==> src/fault_mode_supervisor_map.svh <==
// field codes and timing counts of the fault and mode supervisor
`ifndef FAULT_MODE_SUPERVISOR_MAP_SVH
`define FAULT_MODE_SUPERVISOR_MAP_SVH

// ==========================================================
// clock and timing
`define CORE_CLK_HZ 40000000
`define TICKLE_PIN_TIMEOUT_0_MS 100
`define TICKLE_PIN_TIMEOUT_1_MS 200
`define TICKLE_PIN_TIMEOUT_2_MS 500
`define TICKLE_PIN_TIMEOUT_3_MS 1000
`define TICKLE_BUS_TIMEOUT_0_S 1
`define TICKLE_BUS_TIMEOUT_1_S 2
`define TICKLE_BUS_TIMEOUT_2_S 5
`define TICKLE_BUS_TIMEOUT_3_S 10
`define MS_CYCLES (`CORE_CLK_HZ / 1000)
`define STANDBY_MIN_FREQ_HZ 3

// ==========================================================
// field codes
`define CLOCK_SELECT_EXTERNAL 2'h3
`define SPEED_MODE_FREQUENCY 2'h3
`define REF_PROFILE_DEFAULT 2'h0
`define PERCENT_SCALE 100

`endif

==> src/fault_mode_supervisor_pkg.sv <==
// types shared by the fault and mode supervisor
package fault_mode_supervisor_pkg;
    typedef enum logic [1:0] {
        PWR_RUN,
        PWR_STANDBY,
        PWR_SLEEP
    } power_state_e;
endpackage : fault_mode_supervisor_pkg

==> src/tickle_if.sv <==
// tickle timer hookup between supervisor and watchdog timer
`timescale 1ns/1ps
interface tickle_if;
    logic enable;
    logic use_bus;
    logic [1:0] timeout_sel;
    logic tickle;
    logic expired;
    modport sup (output enable, output use_bus, output timeout_sel, output tickle, input expired);
    modport tmr (input enable, input use_bus, input timeout_sel, input tickle, output expired);
endinterface : tickle_if

==> src/fault_mode_supervisor.sv <==
// fault, watchdog, low-power and clock-source supervisor
`include "fault_mode_supervisor_map.svh"
`timescale 1ns/1ps
module fault_mode_supervisor #(
    parameter int unsigned CYCLES_PER_MS = `MS_CYCLES,
    parameter int unsigned MONITOR_ADDR_W = 12,
    parameter int unsigned MONITOR_VARS = 16,
    parameter int unsigned FREQ_W = 16
) (
    // clock and reset
    input wire logic core_clk,
    input wire logic rstn,
    // die temperature comparators
    input wire logic overtemp_trip,
    input wire logic overtemp_below_hys,
    // driver disable and tickle pins
    input wire logic driver_disable_in,
    input wire logic tickle_pin,
    // command and configuration bits
    input wire logic clear_errors_cmd,
    input wire logic low_power_select,
    input wire logic zero_speed_cmd,
    input wire logic [1:0] speed_mode,
    input wire logic [1:0] ref_profile_cfg,
    input wire logic [6:0] duty_hysteresis,
    input wire logic [FREQ_W-1:0] input_max_freq,
    input wire logic [FREQ_W-1:0] speed_input_freq,
    input wire logic tickle_monitor_en,
    input wire logic tickle_bus_write,
    input wire logic tickle_error_action,
    input wire logic tickle_source_select,
    input wire logic [1:0] tickle_timeout_select,
    input wire logic monitor_dac_en,
    input wire logic [MONITOR_ADDR_W-1:0] monitor_variable_addr,
    input wire logic [MONITOR_VARS*12-1:0] monitor_vars,
    input wire logic [1:0] clock_select,
    input wire logic reference_clock_en,
    input wire logic [7:0] reference_clock_freq_cfg,
    // power stage and supply controls
    output logic switches_hiz,
    output logic charge_pump_en,
    output logic regulators_en,
    output logic sense_amp_en,
    output logic serial_bus_en,
    output logic fault_out_n,
    // status flags
    output logic driver_fault_flag,
    output logic overtemp_flag,
    output logic thermal_shutdown_sticky,
    output logic watchdog_fault_flag,
    output logic [1:0] power_state,
    output logic standby_freq_low,
    // monitor and clock source
    output logic [11:0] monitor_analog_out,
    output logic monitor_out_en,
    output logic osc_calibrate_en,
    output logic [7:0] osc_ref_freq_cfg
);
    // ==========================================================
    // pin synchronisers
    logic [1:0] disable_sync_reg;
    logic [1:0] tickle_sync_reg;
    logic tickle_prev_reg;
    always_ff @(posedge core_clk or negedge rstn) begin
        if (!rstn) begin
            disable_sync_reg <= 2'h0;
            tickle_sync_reg <= 2'h0;
            tickle_prev_reg <= 1'b0;
        end else begin
            disable_sync_reg <= {disable_sync_reg[0], driver_disable_in};
            tickle_sync_reg <= {tickle_sync_reg[0], tickle_pin};
            tickle_prev_reg <= tickle_sync_reg[1];
        end
    end

    // ==========================================================
    // watchdog tickles and timer
    tickle_if tk ();
    logic tickle_rise;
    logic en_prev_reg;
    assign tickle_rise = tickle_sync_reg[1] & ~tickle_prev_reg;
    assign tk.enable = tickle_monitor_en & en_prev_reg;
    assign tk.use_bus = tickle_source_select;
    assign tk.timeout_sel = tickle_timeout_select;
    assign tk.tickle = tickle_source_select ? tickle_bus_write : tickle_rise;

    always_ff @(posedge core_clk or negedge rstn) begin
        if (!rstn) begin
            en_prev_reg <= 1'b0;
        end else begin
            en_prev_reg <= tickle_monitor_en;
        end
    end

    tickle_timer #(.CYCLES_PER_MS(CYCLES_PER_MS)) u_timer (
        .core_clk(core_clk),
        .rstn(rstn),
        .tk(tk)
    );

    // ==========================================================
    // thermal shutdown, always armed
    logic tsd_active_reg;
    logic tsd_sticky_reg;
    always_ff @(posedge core_clk or negedge rstn) begin
        if (!rstn) begin
            tsd_active_reg <= 1'b0;
        end else if (overtemp_trip) begin
            tsd_active_reg <= 1'b1;
        end else if (overtemp_below_hys) begin
            tsd_active_reg <= 1'b0;
        end
    end

    // a trip wins over a clear in the same cycle
    always_ff @(posedge core_clk or negedge rstn) begin
        if (!rstn) begin
            tsd_sticky_reg <= 1'b0;
        end else if (overtemp_trip) begin
            tsd_sticky_reg <= 1'b1;
        end else if (clear_errors_cmd) begin
            tsd_sticky_reg <= 1'b0;
        end
    end

    // ==========================================================
    // watchdog fault flag and latch
    logic wd_flag_reg;
    logic wd_latch_reg;
    // an expiry wins over a clear in the same cycle
    always_ff @(posedge core_clk or negedge rstn) begin
        if (!rstn) begin
            wd_flag_reg <= 1'b0;
        end else if (tk.expired) begin
            wd_flag_reg <= 1'b1;
        end else if (clear_errors_cmd) begin
            wd_flag_reg <= 1'b0;
        end
    end

    always_ff @(posedge core_clk or negedge rstn) begin
        if (!rstn) begin
            wd_latch_reg <= 1'b0;
        end else if (tk.expired && tickle_error_action) begin
            wd_latch_reg <= 1'b1;
        end else if (clear_errors_cmd) begin
            wd_latch_reg <= 1'b0;
        end
    end

    // ==========================================================
    // standby threshold for frequency input
    logic [FREQ_W+6:0] scaled_freq;
    logic [FREQ_W-1:0] standby_thr;
    logic [6:0] hys_pct;
    always_comb begin
        hys_pct = (duty_hysteresis < 7'h1) ? 7'h1 : duty_hysteresis;
        scaled_freq = (FREQ_W+7)'((input_max_freq * hys_pct) / `PERCENT_SCALE);
        if (ref_profile_cfg != `REF_PROFILE_DEFAULT) begin
            standby_thr = FREQ_W'(`STANDBY_MIN_FREQ_HZ);
        end else if (scaled_freq < (FREQ_W+7)'(`STANDBY_MIN_FREQ_HZ)) begin
            standby_thr = FREQ_W'(`STANDBY_MIN_FREQ_HZ);
        end else begin
            standby_thr = FREQ_W'(scaled_freq);
        end
    end

    logic standby_low_reg;
    always_ff @(posedge core_clk or negedge rstn) begin
        if (!rstn) begin
            standby_low_reg <= 1'b0;
        end else begin
            standby_low_reg <= (speed_mode == `SPEED_MODE_FREQUENCY) &&
                (speed_input_freq < standby_thr);
        end
    end
    assign standby_freq_low = standby_low_reg;

    // ==========================================================
    // low-power state
    fault_mode_supervisor_pkg::power_state_e pwr_reg;
    always_ff @(posedge core_clk or negedge rstn) begin
        if (!rstn) begin
            pwr_reg <= fault_mode_supervisor_pkg::PWR_RUN;
        end else begin
            case (pwr_reg)
                fault_mode_supervisor_pkg::PWR_RUN: begin
                    if (zero_speed_cmd && low_power_select) begin
                        pwr_reg <= fault_mode_supervisor_pkg::PWR_SLEEP;
                    end else if (zero_speed_cmd) begin
                        pwr_reg <= fault_mode_supervisor_pkg::PWR_STANDBY;
                    end
                end
                default: begin
                    if (!zero_speed_cmd) begin
                        pwr_reg <= fault_mode_supervisor_pkg::PWR_RUN;
                    end
                end
            endcase
        end
    end
    assign power_state = pwr_reg;

    // ==========================================================
    // power stage and supply outputs
    logic sleeping;
    logic hiz_next;
    // standby and sleep keep the switches off as well
    assign sleeping = (pwr_reg == fault_mode_supervisor_pkg::PWR_SLEEP);
    assign hiz_next = tsd_active_reg | wd_latch_reg | disable_sync_reg[1] |
        (pwr_reg != fault_mode_supervisor_pkg::PWR_RUN);

    logic hiz_reg;
    logic pump_reg;
    logic fault_n_reg;
    always_ff @(posedge core_clk or negedge rstn) begin
        if (!rstn) begin
            hiz_reg <= 1'b1;
            pump_reg <= 1'b0;
            fault_n_reg <= 1'b1;
        end else begin
            hiz_reg <= hiz_next;
            pump_reg <= ~tsd_active_reg & ~sleeping;
            fault_n_reg <= ~(tsd_active_reg | wd_flag_reg);
        end
    end
    assign switches_hiz = hiz_reg;
    assign charge_pump_en = pump_reg;
    assign regulators_en = ~sleeping;
    assign sense_amp_en = ~sleeping;
    assign serial_bus_en = ~sleeping;
    assign fault_out_n = fault_n_reg;

    // ==========================================================
    // status flags
    assign driver_fault_flag = tsd_active_reg | wd_latch_reg;
    assign overtemp_flag = tsd_active_reg;
    assign thermal_shutdown_sticky = tsd_sticky_reg;
    assign watchdog_fault_flag = wd_flag_reg;

    // ==========================================================
    // monitor output
    logic [11:0] mon_reg;
    logic mon_en_reg;
    always_ff @(posedge core_clk or negedge rstn) begin
        if (!rstn) begin
            mon_reg <= 12'h000;
            mon_en_reg <= 1'b0;
        end else begin
            mon_en_reg <= monitor_dac_en;
            if (!monitor_dac_en) begin
                mon_reg <= 12'h000;
            end else if (monitor_variable_addr < MONITOR_ADDR_W'(MONITOR_VARS)) begin
                mon_reg <= monitor_vars[monitor_variable_addr*12 +: 12];
            end else begin
                mon_reg <= 12'h000;
            end
        end
    end
    assign monitor_analog_out = mon_reg;
    assign monitor_out_en = mon_en_reg;

    // ==========================================================
    // clock source; internal oscillator from reset
    logic cal_reg;
    logic [7:0] ref_cfg_reg;
    always_ff @(posedge core_clk or negedge rstn) begin
        if (!rstn) begin
            cal_reg <= 1'b0;
            ref_cfg_reg <= 8'h00;
        end else begin
            cal_reg <= (clock_select == `CLOCK_SELECT_EXTERNAL) && reference_clock_en;
            ref_cfg_reg <= reference_clock_freq_cfg;
        end
    end
    assign osc_calibrate_en = cal_reg;
    assign osc_ref_freq_cfg = ref_cfg_reg;
endmodule : fault_mode_supervisor

==> src/tickle_timer.sv <==
// watchdog interval timer with selectable timeout
`include "fault_mode_supervisor_map.svh"
`timescale 1ns/1ps
module tickle_timer #(
    parameter int unsigned CYCLES_PER_MS = `MS_CYCLES
) (
    // clock and reset
    input wire logic core_clk,
    input wire logic rstn,
    // supervisor side
    tickle_if.tmr tk
);
    // ==========================================================
    // timeout lookup
    function automatic logic [38:0] limit_of(input logic use_bus, input logic [1:0] sel);
        logic [31:0] ms;
        ms = 32'h0;
        case ({use_bus, sel})
            3'h0: ms = `TICKLE_PIN_TIMEOUT_0_MS;
            3'h1: ms = `TICKLE_PIN_TIMEOUT_1_MS;
            3'h2: ms = `TICKLE_PIN_TIMEOUT_2_MS;
            3'h3: ms = `TICKLE_PIN_TIMEOUT_3_MS;
            3'h4: ms = `TICKLE_BUS_TIMEOUT_0_S * 1000;
            3'h5: ms = `TICKLE_BUS_TIMEOUT_1_S * 1000;
            3'h6: ms = `TICKLE_BUS_TIMEOUT_2_S * 1000;
            default: ms = `TICKLE_BUS_TIMEOUT_3_S * 1000;
        endcase
        limit_of = 39'(64'(ms) * 64'(CYCLES_PER_MS));
    endfunction : limit_of

    // ==========================================================
    // interval counter
    logic [38:0] count_reg;
    logic expired_reg;
    logic [38:0] limit;
    assign limit = limit_of(tk.use_bus, tk.timeout_sel);
    assign tk.expired = expired_reg;

    always_ff @(posedge core_clk or negedge rstn) begin
        if (!rstn) begin
            count_reg <= 39'h0;
            expired_reg <= 1'b0;
        end else if (!tk.enable) begin
            count_reg <= 39'h0;
            expired_reg <= 1'b0;
        end else if (tk.tickle) begin
            count_reg <= 39'h0;
            expired_reg <= 1'b0;
        end else if (count_reg >= limit) begin
            expired_reg <= 1'b1;
        end else begin
            count_reg <= count_reg + 39'h1;
            expired_reg <= 1'b0;
        end
    end
endmodule : tickle_timer

==> config.mk <==
export PLATFORM = sky130hd
export DESIGN_NAME = fault_mode_supervisor
export DESIGN_NICKNAME = d
export VERILOG_FILES = /design/src/fault_mode_supervisor_pkg.sv /design/src/tickle_if.sv /design/src/fault_mode_supervisor.sv /design/src/tickle_timer.sv
export VERILOG_INCLUDE_DIRS = /design/src
export SDC_FILE = /design/constraint.sdc
export NUM_CORES = 1
export LEC_CHECK = 0
export ABC_CLOCK_PERIOD_IN_PS = 3300
export BUFFER_PORTS_ARGS = -buffer_cell sky130_fd_sc_hd__buf_4
export CORE_UTILIZATION = 45
export DETAILED_ROUTE_END_ITERATION = 10
export GPL_ROUTABILITY_DRIVEN = 0
export PLACE_DENSITY = 0.7
export SLEW_MARGIN = 10
export SYNTH_ARGS = -nofsm -noshare
export SYNTH_HDL_FRONTEND = slang
export SYNTH_SLANG_ARGS = --single-unit
==> constraint.sdc <==
create_clock -name core_clk -period 3.3 [get_ports core_clk]
set_input_delay 0.33 -clock core_clk [delete_from_list [all_inputs] [get_ports core_clk]]
set_output_delay 0.33 -clock core_clk [all_outputs]
set_load 0.1 [all_outputs]
After elaboration in Yosys (flattened, before gate mapping)
Cells that the tools add are included.
Widths: inputs -> output; s select.
Cells by class
  muxes and demuxes: 23
  magnitude comparators: 5
  equality and inequality tests: 12
  shift-type cells: 1
  reduce and logical (&&, ||, !) cells: 14
  divide/modulo/power cells: 1
  multiply operators: 3
  bitwise operators: 11
  $add $sub $neg: 1
Operators with widths (count)
  $shiftx 192x17->12: 1
  $mux 39: 3
  $pmux 14 s6: 1
  $add 39x1->39 const B: 1
  $ge 39x39->1: 1
  $div 23x7->32 const B: 1
  $mux 16: 2
  $mul 14x10->24 const B: 1
  $mux 12: 2
  $lt 23x2->1 const B: 1
  $mul 16x7->23: 1
  $lt 16x16->1: 1
  $mul 12x2->14 const B: 1
  $lt 12x5->1 const B: 1
  $reduce_bool 2->1: 6
  $mux 1: 10
  $eq 3x3->1 const B: 3
  $mux 2: 4
  $lt 7x1->1 const B: 1
  $mux 7: 1
  $eq 2x2->1 const B: 3
  $eq 3x2->1 const B: 2
  $ne 3x3->1 const B: 2
  $logic_and 1x1->1: 4
  other kinds (9): 17
Word-level totals
  output and inout bits: 35
  latch bits: 0
  bits of input ports: 274
  bits in writable memories: 0
  memories kept: 0
  word-level logic and storage cells: 90
  memory bits (read-only): 0
  register bits after elaboration: 78

Logic depth before layout (Yosys ltp)
  depth after elaboration: 9
  mapped depth: 71
  mapped depth without buffers: 60

By module
A second synthesis with hierarchy kept.
Second synthesis, totals
  cells, all modules: 1633
  area total of the unflattened synthesis: 14420.1 µm²
By module, submodules not included
  fault_mode_supervisor: instances 1, sequential area each 953.4 µm², cells each 1192, area each 10560.1 µm²
  tickle_timer: instances 1, sequential area each 1001.0 µm², cells each 441, area each 3860.0 µm²

Worst setup path before layout
OpenSTA, ideal clock, no wires.
  path type: input-to-reg
  from: input duty_hysteresis[5]
  to: register standby_low_reg, in the netlist standby_freq_low
  library setup time: 0.154 ns
  required time: 3.146 ns
  cell stages on the path: 61
  arrival time: 14.284 ns
  setup slack: -11.138 ns
  buffers on the path: 10
  path through: clkbuf_1 > and2_1 > fa_1 > fa_1 > fa_1 > inv_1 > fa_1 > inv_1 > ha_1 > buf_2 > a21oi_2 > o21ai_1 > mux2_2 > or4_1 > clkbuf_2 > a2111oi_4 > a2111oi_4 > and3_1 > [... 25 more ...] > and3_2 > a21oi_1 > buf_2 > xnor2_1 > a311o_2 > xnor2_2 > o41ai_2 > a311oi_1 > o31ai_2 > buf_6 > nand3_1 > ha_1 > nand4_1 > or2_2 > a2111oi_0 > o31ai_1 > o2111ai_1 > a41oi_1
Between the ends
  cells in the longest elaborated chain, start to end: 9
RTL lines
  start, declared: line fault_mode_supervisor.sv:25  | input wire logic [6:0] duty_hysteresis,
  $lt 7x1->1: line fault_mode_supervisor.sv:157  | hys_pct = (duty_hysteresis < 7'h1) ? 7'h1 : duty_hysteresis;
  $mux 7 *: line fault_mode_supervisor.sv:157
  $mul 16x7->23 *: line fault_mode_supervisor.sv:158  | scaled_freq = (FREQ_W+7)'((input_max_freq * hys_pct) / `PERCENT_SCALE);
  $div 23x7->32 (no source line) *
  $lt 23x2->1: line fault_mode_supervisor.sv:161  | end else if (scaled_freq < (FREQ_W+7)'(`STANDBY_MIN_FREQ_HZ)) begin
  $mux 16 *: line fault_mode_supervisor.sv:161
  $mux 16 *: line fault_mode_supervisor.sv:159  | if (ref_profile_cfg != `REF_PROFILE_DEFAULT) begin
  $lt 16x16->1 *: line fault_mode_supervisor.sv:174  | (speed_input_freq < standby_thr);
  $logic_and 1x1->1 *: line fault_mode_supervisor.sv:173  | standby_low_reg <= (speed_mode == `SPEED_MODE_FREQUENCY) &&
  end signal, assigned: line fault_mode_supervisor.sv:173
  end, declared: line fault_mode_supervisor.sv:168  | logic standby_low_reg;
Every way passes the cells marked *; elsewhere a longest branch is shown, timed or not.
A chain may end at the register's enable or synchronous reset.

Final worst setup path
  from: input duty_hysteresis[3]
  to: register standby_low_reg, in the netlist standby_freq_low
The elaborated chain is that of the path after synthesis.

==> results.cfg <==
[outcome]
outcome = finished with violations
violations = negative setup slack

[detailed_routing]
dr.pass1.iters = 5
route.detailed.drc = 0
wl_um = 54300
antenna_left = 0
routed_via_density = 5.71
vias = 16300
wl_per_cell_um = 19.1
drt_iter0_markers = 1124

[job]
maxCapViolCount = 0

[synth]
yosysMostFrequentCell = nand2_1
synthTopCellsByArea = dfrtp_1 13%, fa_1 11%, ha_1 11%
yosysTopAreaCell = dfrtp_1
synthAdderAreaFrac_pct = 21.5
synthArstFlopShare_pct = 100
synthesis.area_mm2 = 0.0146
synth_top_family_by_area = compound AO/OA/AOI/OAI gates
ys_seq_area_share_pct = 13.4
synth_nets = 2125
synth_top_area_share_pct = 13.0
ys_types = 140
ys_ff_latch = 78
synth_flop_cell = dfrtp_1
synth_cells = 1650
synth-simple-area-share_pct = 20.1
ys_warn_count = 0
synth.avg_cell_area_um2 = 8.87
synth_xor_xnor_area_share_pct = 5.42
synth_mux_area_share_pct = 11.0
synth_common_cells = 149 x nand2_1, 137 x inv_1, 123 x ha_1
synth_compound_area_share_pct = 22.3
synth_edf_count = 0

[worst_setup_path]
cp-end-kind = flip-flop
crit_fanout = 9
path_buf_inv = 13
crit_required_ps = 3550
critPathKind = in -> reg
worstSetupStartpointType = input pin
crit_path_max_incr_delay_ps = 520
cpMostUsedCell = buf_4
cpMaxStageDelayCell = fa_1
arrival_ps = 14850
cp_top_family = compound AO/OA/AOI/OAI gates

[timing]
fmax_mhz = 68.5
period_needed_ps = 14590
finalSetupViolCount = 32
final.setup_skew_ps = 7.13
max-slew-margin-rel_pct = 34.5
rsz0062_at_grt = true
hold_viol_final = 0
tightest_slew_ps = 982
fin_ws_ps = -11290
period_share_pct = 442
drv_slew = 0

[placement]
post-place-ws_ps = -11780
port_buffers = 308
dp_hpwl_um = 41700

[finish]
nets = 2870
fill_cells = 2275
final_util_pct = 72.3
largest_reg_flops = 39
syn_to_final_growth_pct = 57.1
drive_gt1_share_pct = 50.2

[floorplanning]
core-area_mm2 = 0.0318
io-pin-count = 309
die_h_um = 182
start_util_pct = 46.0
die-area_mm2 = 0.0333
fp-row-count = 65
die_width_um = 182

[global_route]
grt_overflow = 0
track_usage_pct = 30.1
grt_pass1_vias = 16100
grt_start_max_net_pins = 79
grt_pass1_wl_um = 80900
antenna_found_initial = 13

[cts]
root_buffer = clkbuf_16
clock_latency_ps = 330
cts_hold_buf = 0
clk_pin_slew_ps = 70
cts_inserted_buffers = 9
htreeDepth = 3
cts_tree = built
cts_sinks = 78
clockBufferDepth = 2

[hold_path]
hold_path.class = in -> reg
-- area by class of cell --
type | count | area, um2 | area share (%)
Antenna cell | 11 | 27.5 | 0.120
Clock buffer | 9 | 225 | 0.979
Inverter | 140 | 558 | 2.43
Clock inverter | 7 | 86.3 | 0.375
Multi-Input combinational cell | 1365 | 13300 | 58.0
Tap cell | 435 | 544 | 2.37
Sequential cell | 78 | 1950 | 8.50
Timing Repair Buffer | 801 | 6260 | 27.2
-- timing repair --
item                                    in CTS  in global routing
hold endpoints to repair                     0                  0
endpoints found under the setup margin      32                 32
cloned                                       0                  1
pin swaps                                   66                115
gates resized for setup                    108                173
setup buffers                               29                 46
-- routing by layer --
layer,routed length (um),part of all wire (%),vias to the layer above,GRT usage (%)
met5,10,0.018,-,0
met4,1760,3.2,2,9.95
met3,3290,6.1,110,4.53
met2,27100,50,642,51.9
met1,22100,41,7976,38.6
li1,-,-,7531,-
-- kinds of logic (layout without fill, tap and decap cells) --
group                    count (synthesis)  in the layout
flip-flops                              78             78
buffers and inverters                  208            957
adder cells (fa/ha/maj)                205            205
AND/OR/NAND/NOR                        571            571
AO/OA/AOI/OAI                          419            420
XOR/XNOR                                85             85
multiplexers                            82             82
other                                    2             13
-- cells in the final DEF (no fill, tap or decap), drive strengths merged, types with 13 or more instances in the layout --
cell type and instances:
o211ai 22, o21ai 79, nand4 27, or3 15
o21a 13, and2 86, nor4 15, nand3 39
nand2b 15, mux4 60, a31oi 20, xor2 40
nor3 27, inv 141, a21o 29, xnor2 45
nor2 116, nand2 152, ha 123, a21oi 89
mux2i 13, dfrtp 76, or2 14, a211oi 26
o31ai 13, fa 78, and3 20, buf 801
nor2b 23
-- worst reg2reg max path, stage by stage (launching register included) --
cell and delay [ps]:
dfrtp_1 400, ha_1 320, o21a_1 170, o21ai_0 150, nand2b_1 80, a21oi_1 150, nor2b_1 60, o21ai_0 150
nand2b_1 70, a21oi_1 140, nor2_1 60, a211oi_2 230, o21ai_1 90, a21oi_1 140, o21ai_1 110, a41oi_2 180
buf_6 170, nand4_1 260, or3_4 450, a21oi_2 140
-- path summary, 6_finish.rpt --
check,startpoint,to,slack [ps],cells after the start
hold / removal,reference_clock_freq_cfg[0],osc_ref_freq_cfg[0]$_DFF_PN0_,100,1
setup / recovery,duty_hysteresis[3],standby_freq_low$_DFF_PN0_,-11290,69
setup reg to reg,u_timer.count_reg[8]$_DFFE_PN0P_,u_timer.count_reg[5]$_DFFE_PN0P_,-310,19
hold reg to reg,tickle_sync_reg[0]$_DFF_PN0_,tickle_sync_reg[1]$_DFF_PN0_,360,0
min in group asynchronous,rstn,tickle_prev_reg$_DFF_PN0_,140,1
max in group asynchronous,rstn,monitor_analog_out[5]$_DFF_PN0_,2510,1
-- metrics by stage --
step | hold WS (ps) | TNS [ps] | cell area [um2] | cells
finish | 97.2 | -63940 | 23000 | 2846
CTS | 88.4 | -62930 | 21700 | 2792
global route | 83.6 | -70640 | 23000 | 2846
global placement | 334 | -80630 | 20600 | 2747
detailed placement | 339 | -83390 | 20600 | 2747
floorplan | 34.4 | -70010 | 14900 | 1650
Power is left out: the tool's default activity adds up to more than one toggle a clock period on the data nets, which glitch-free logic cannot reach.
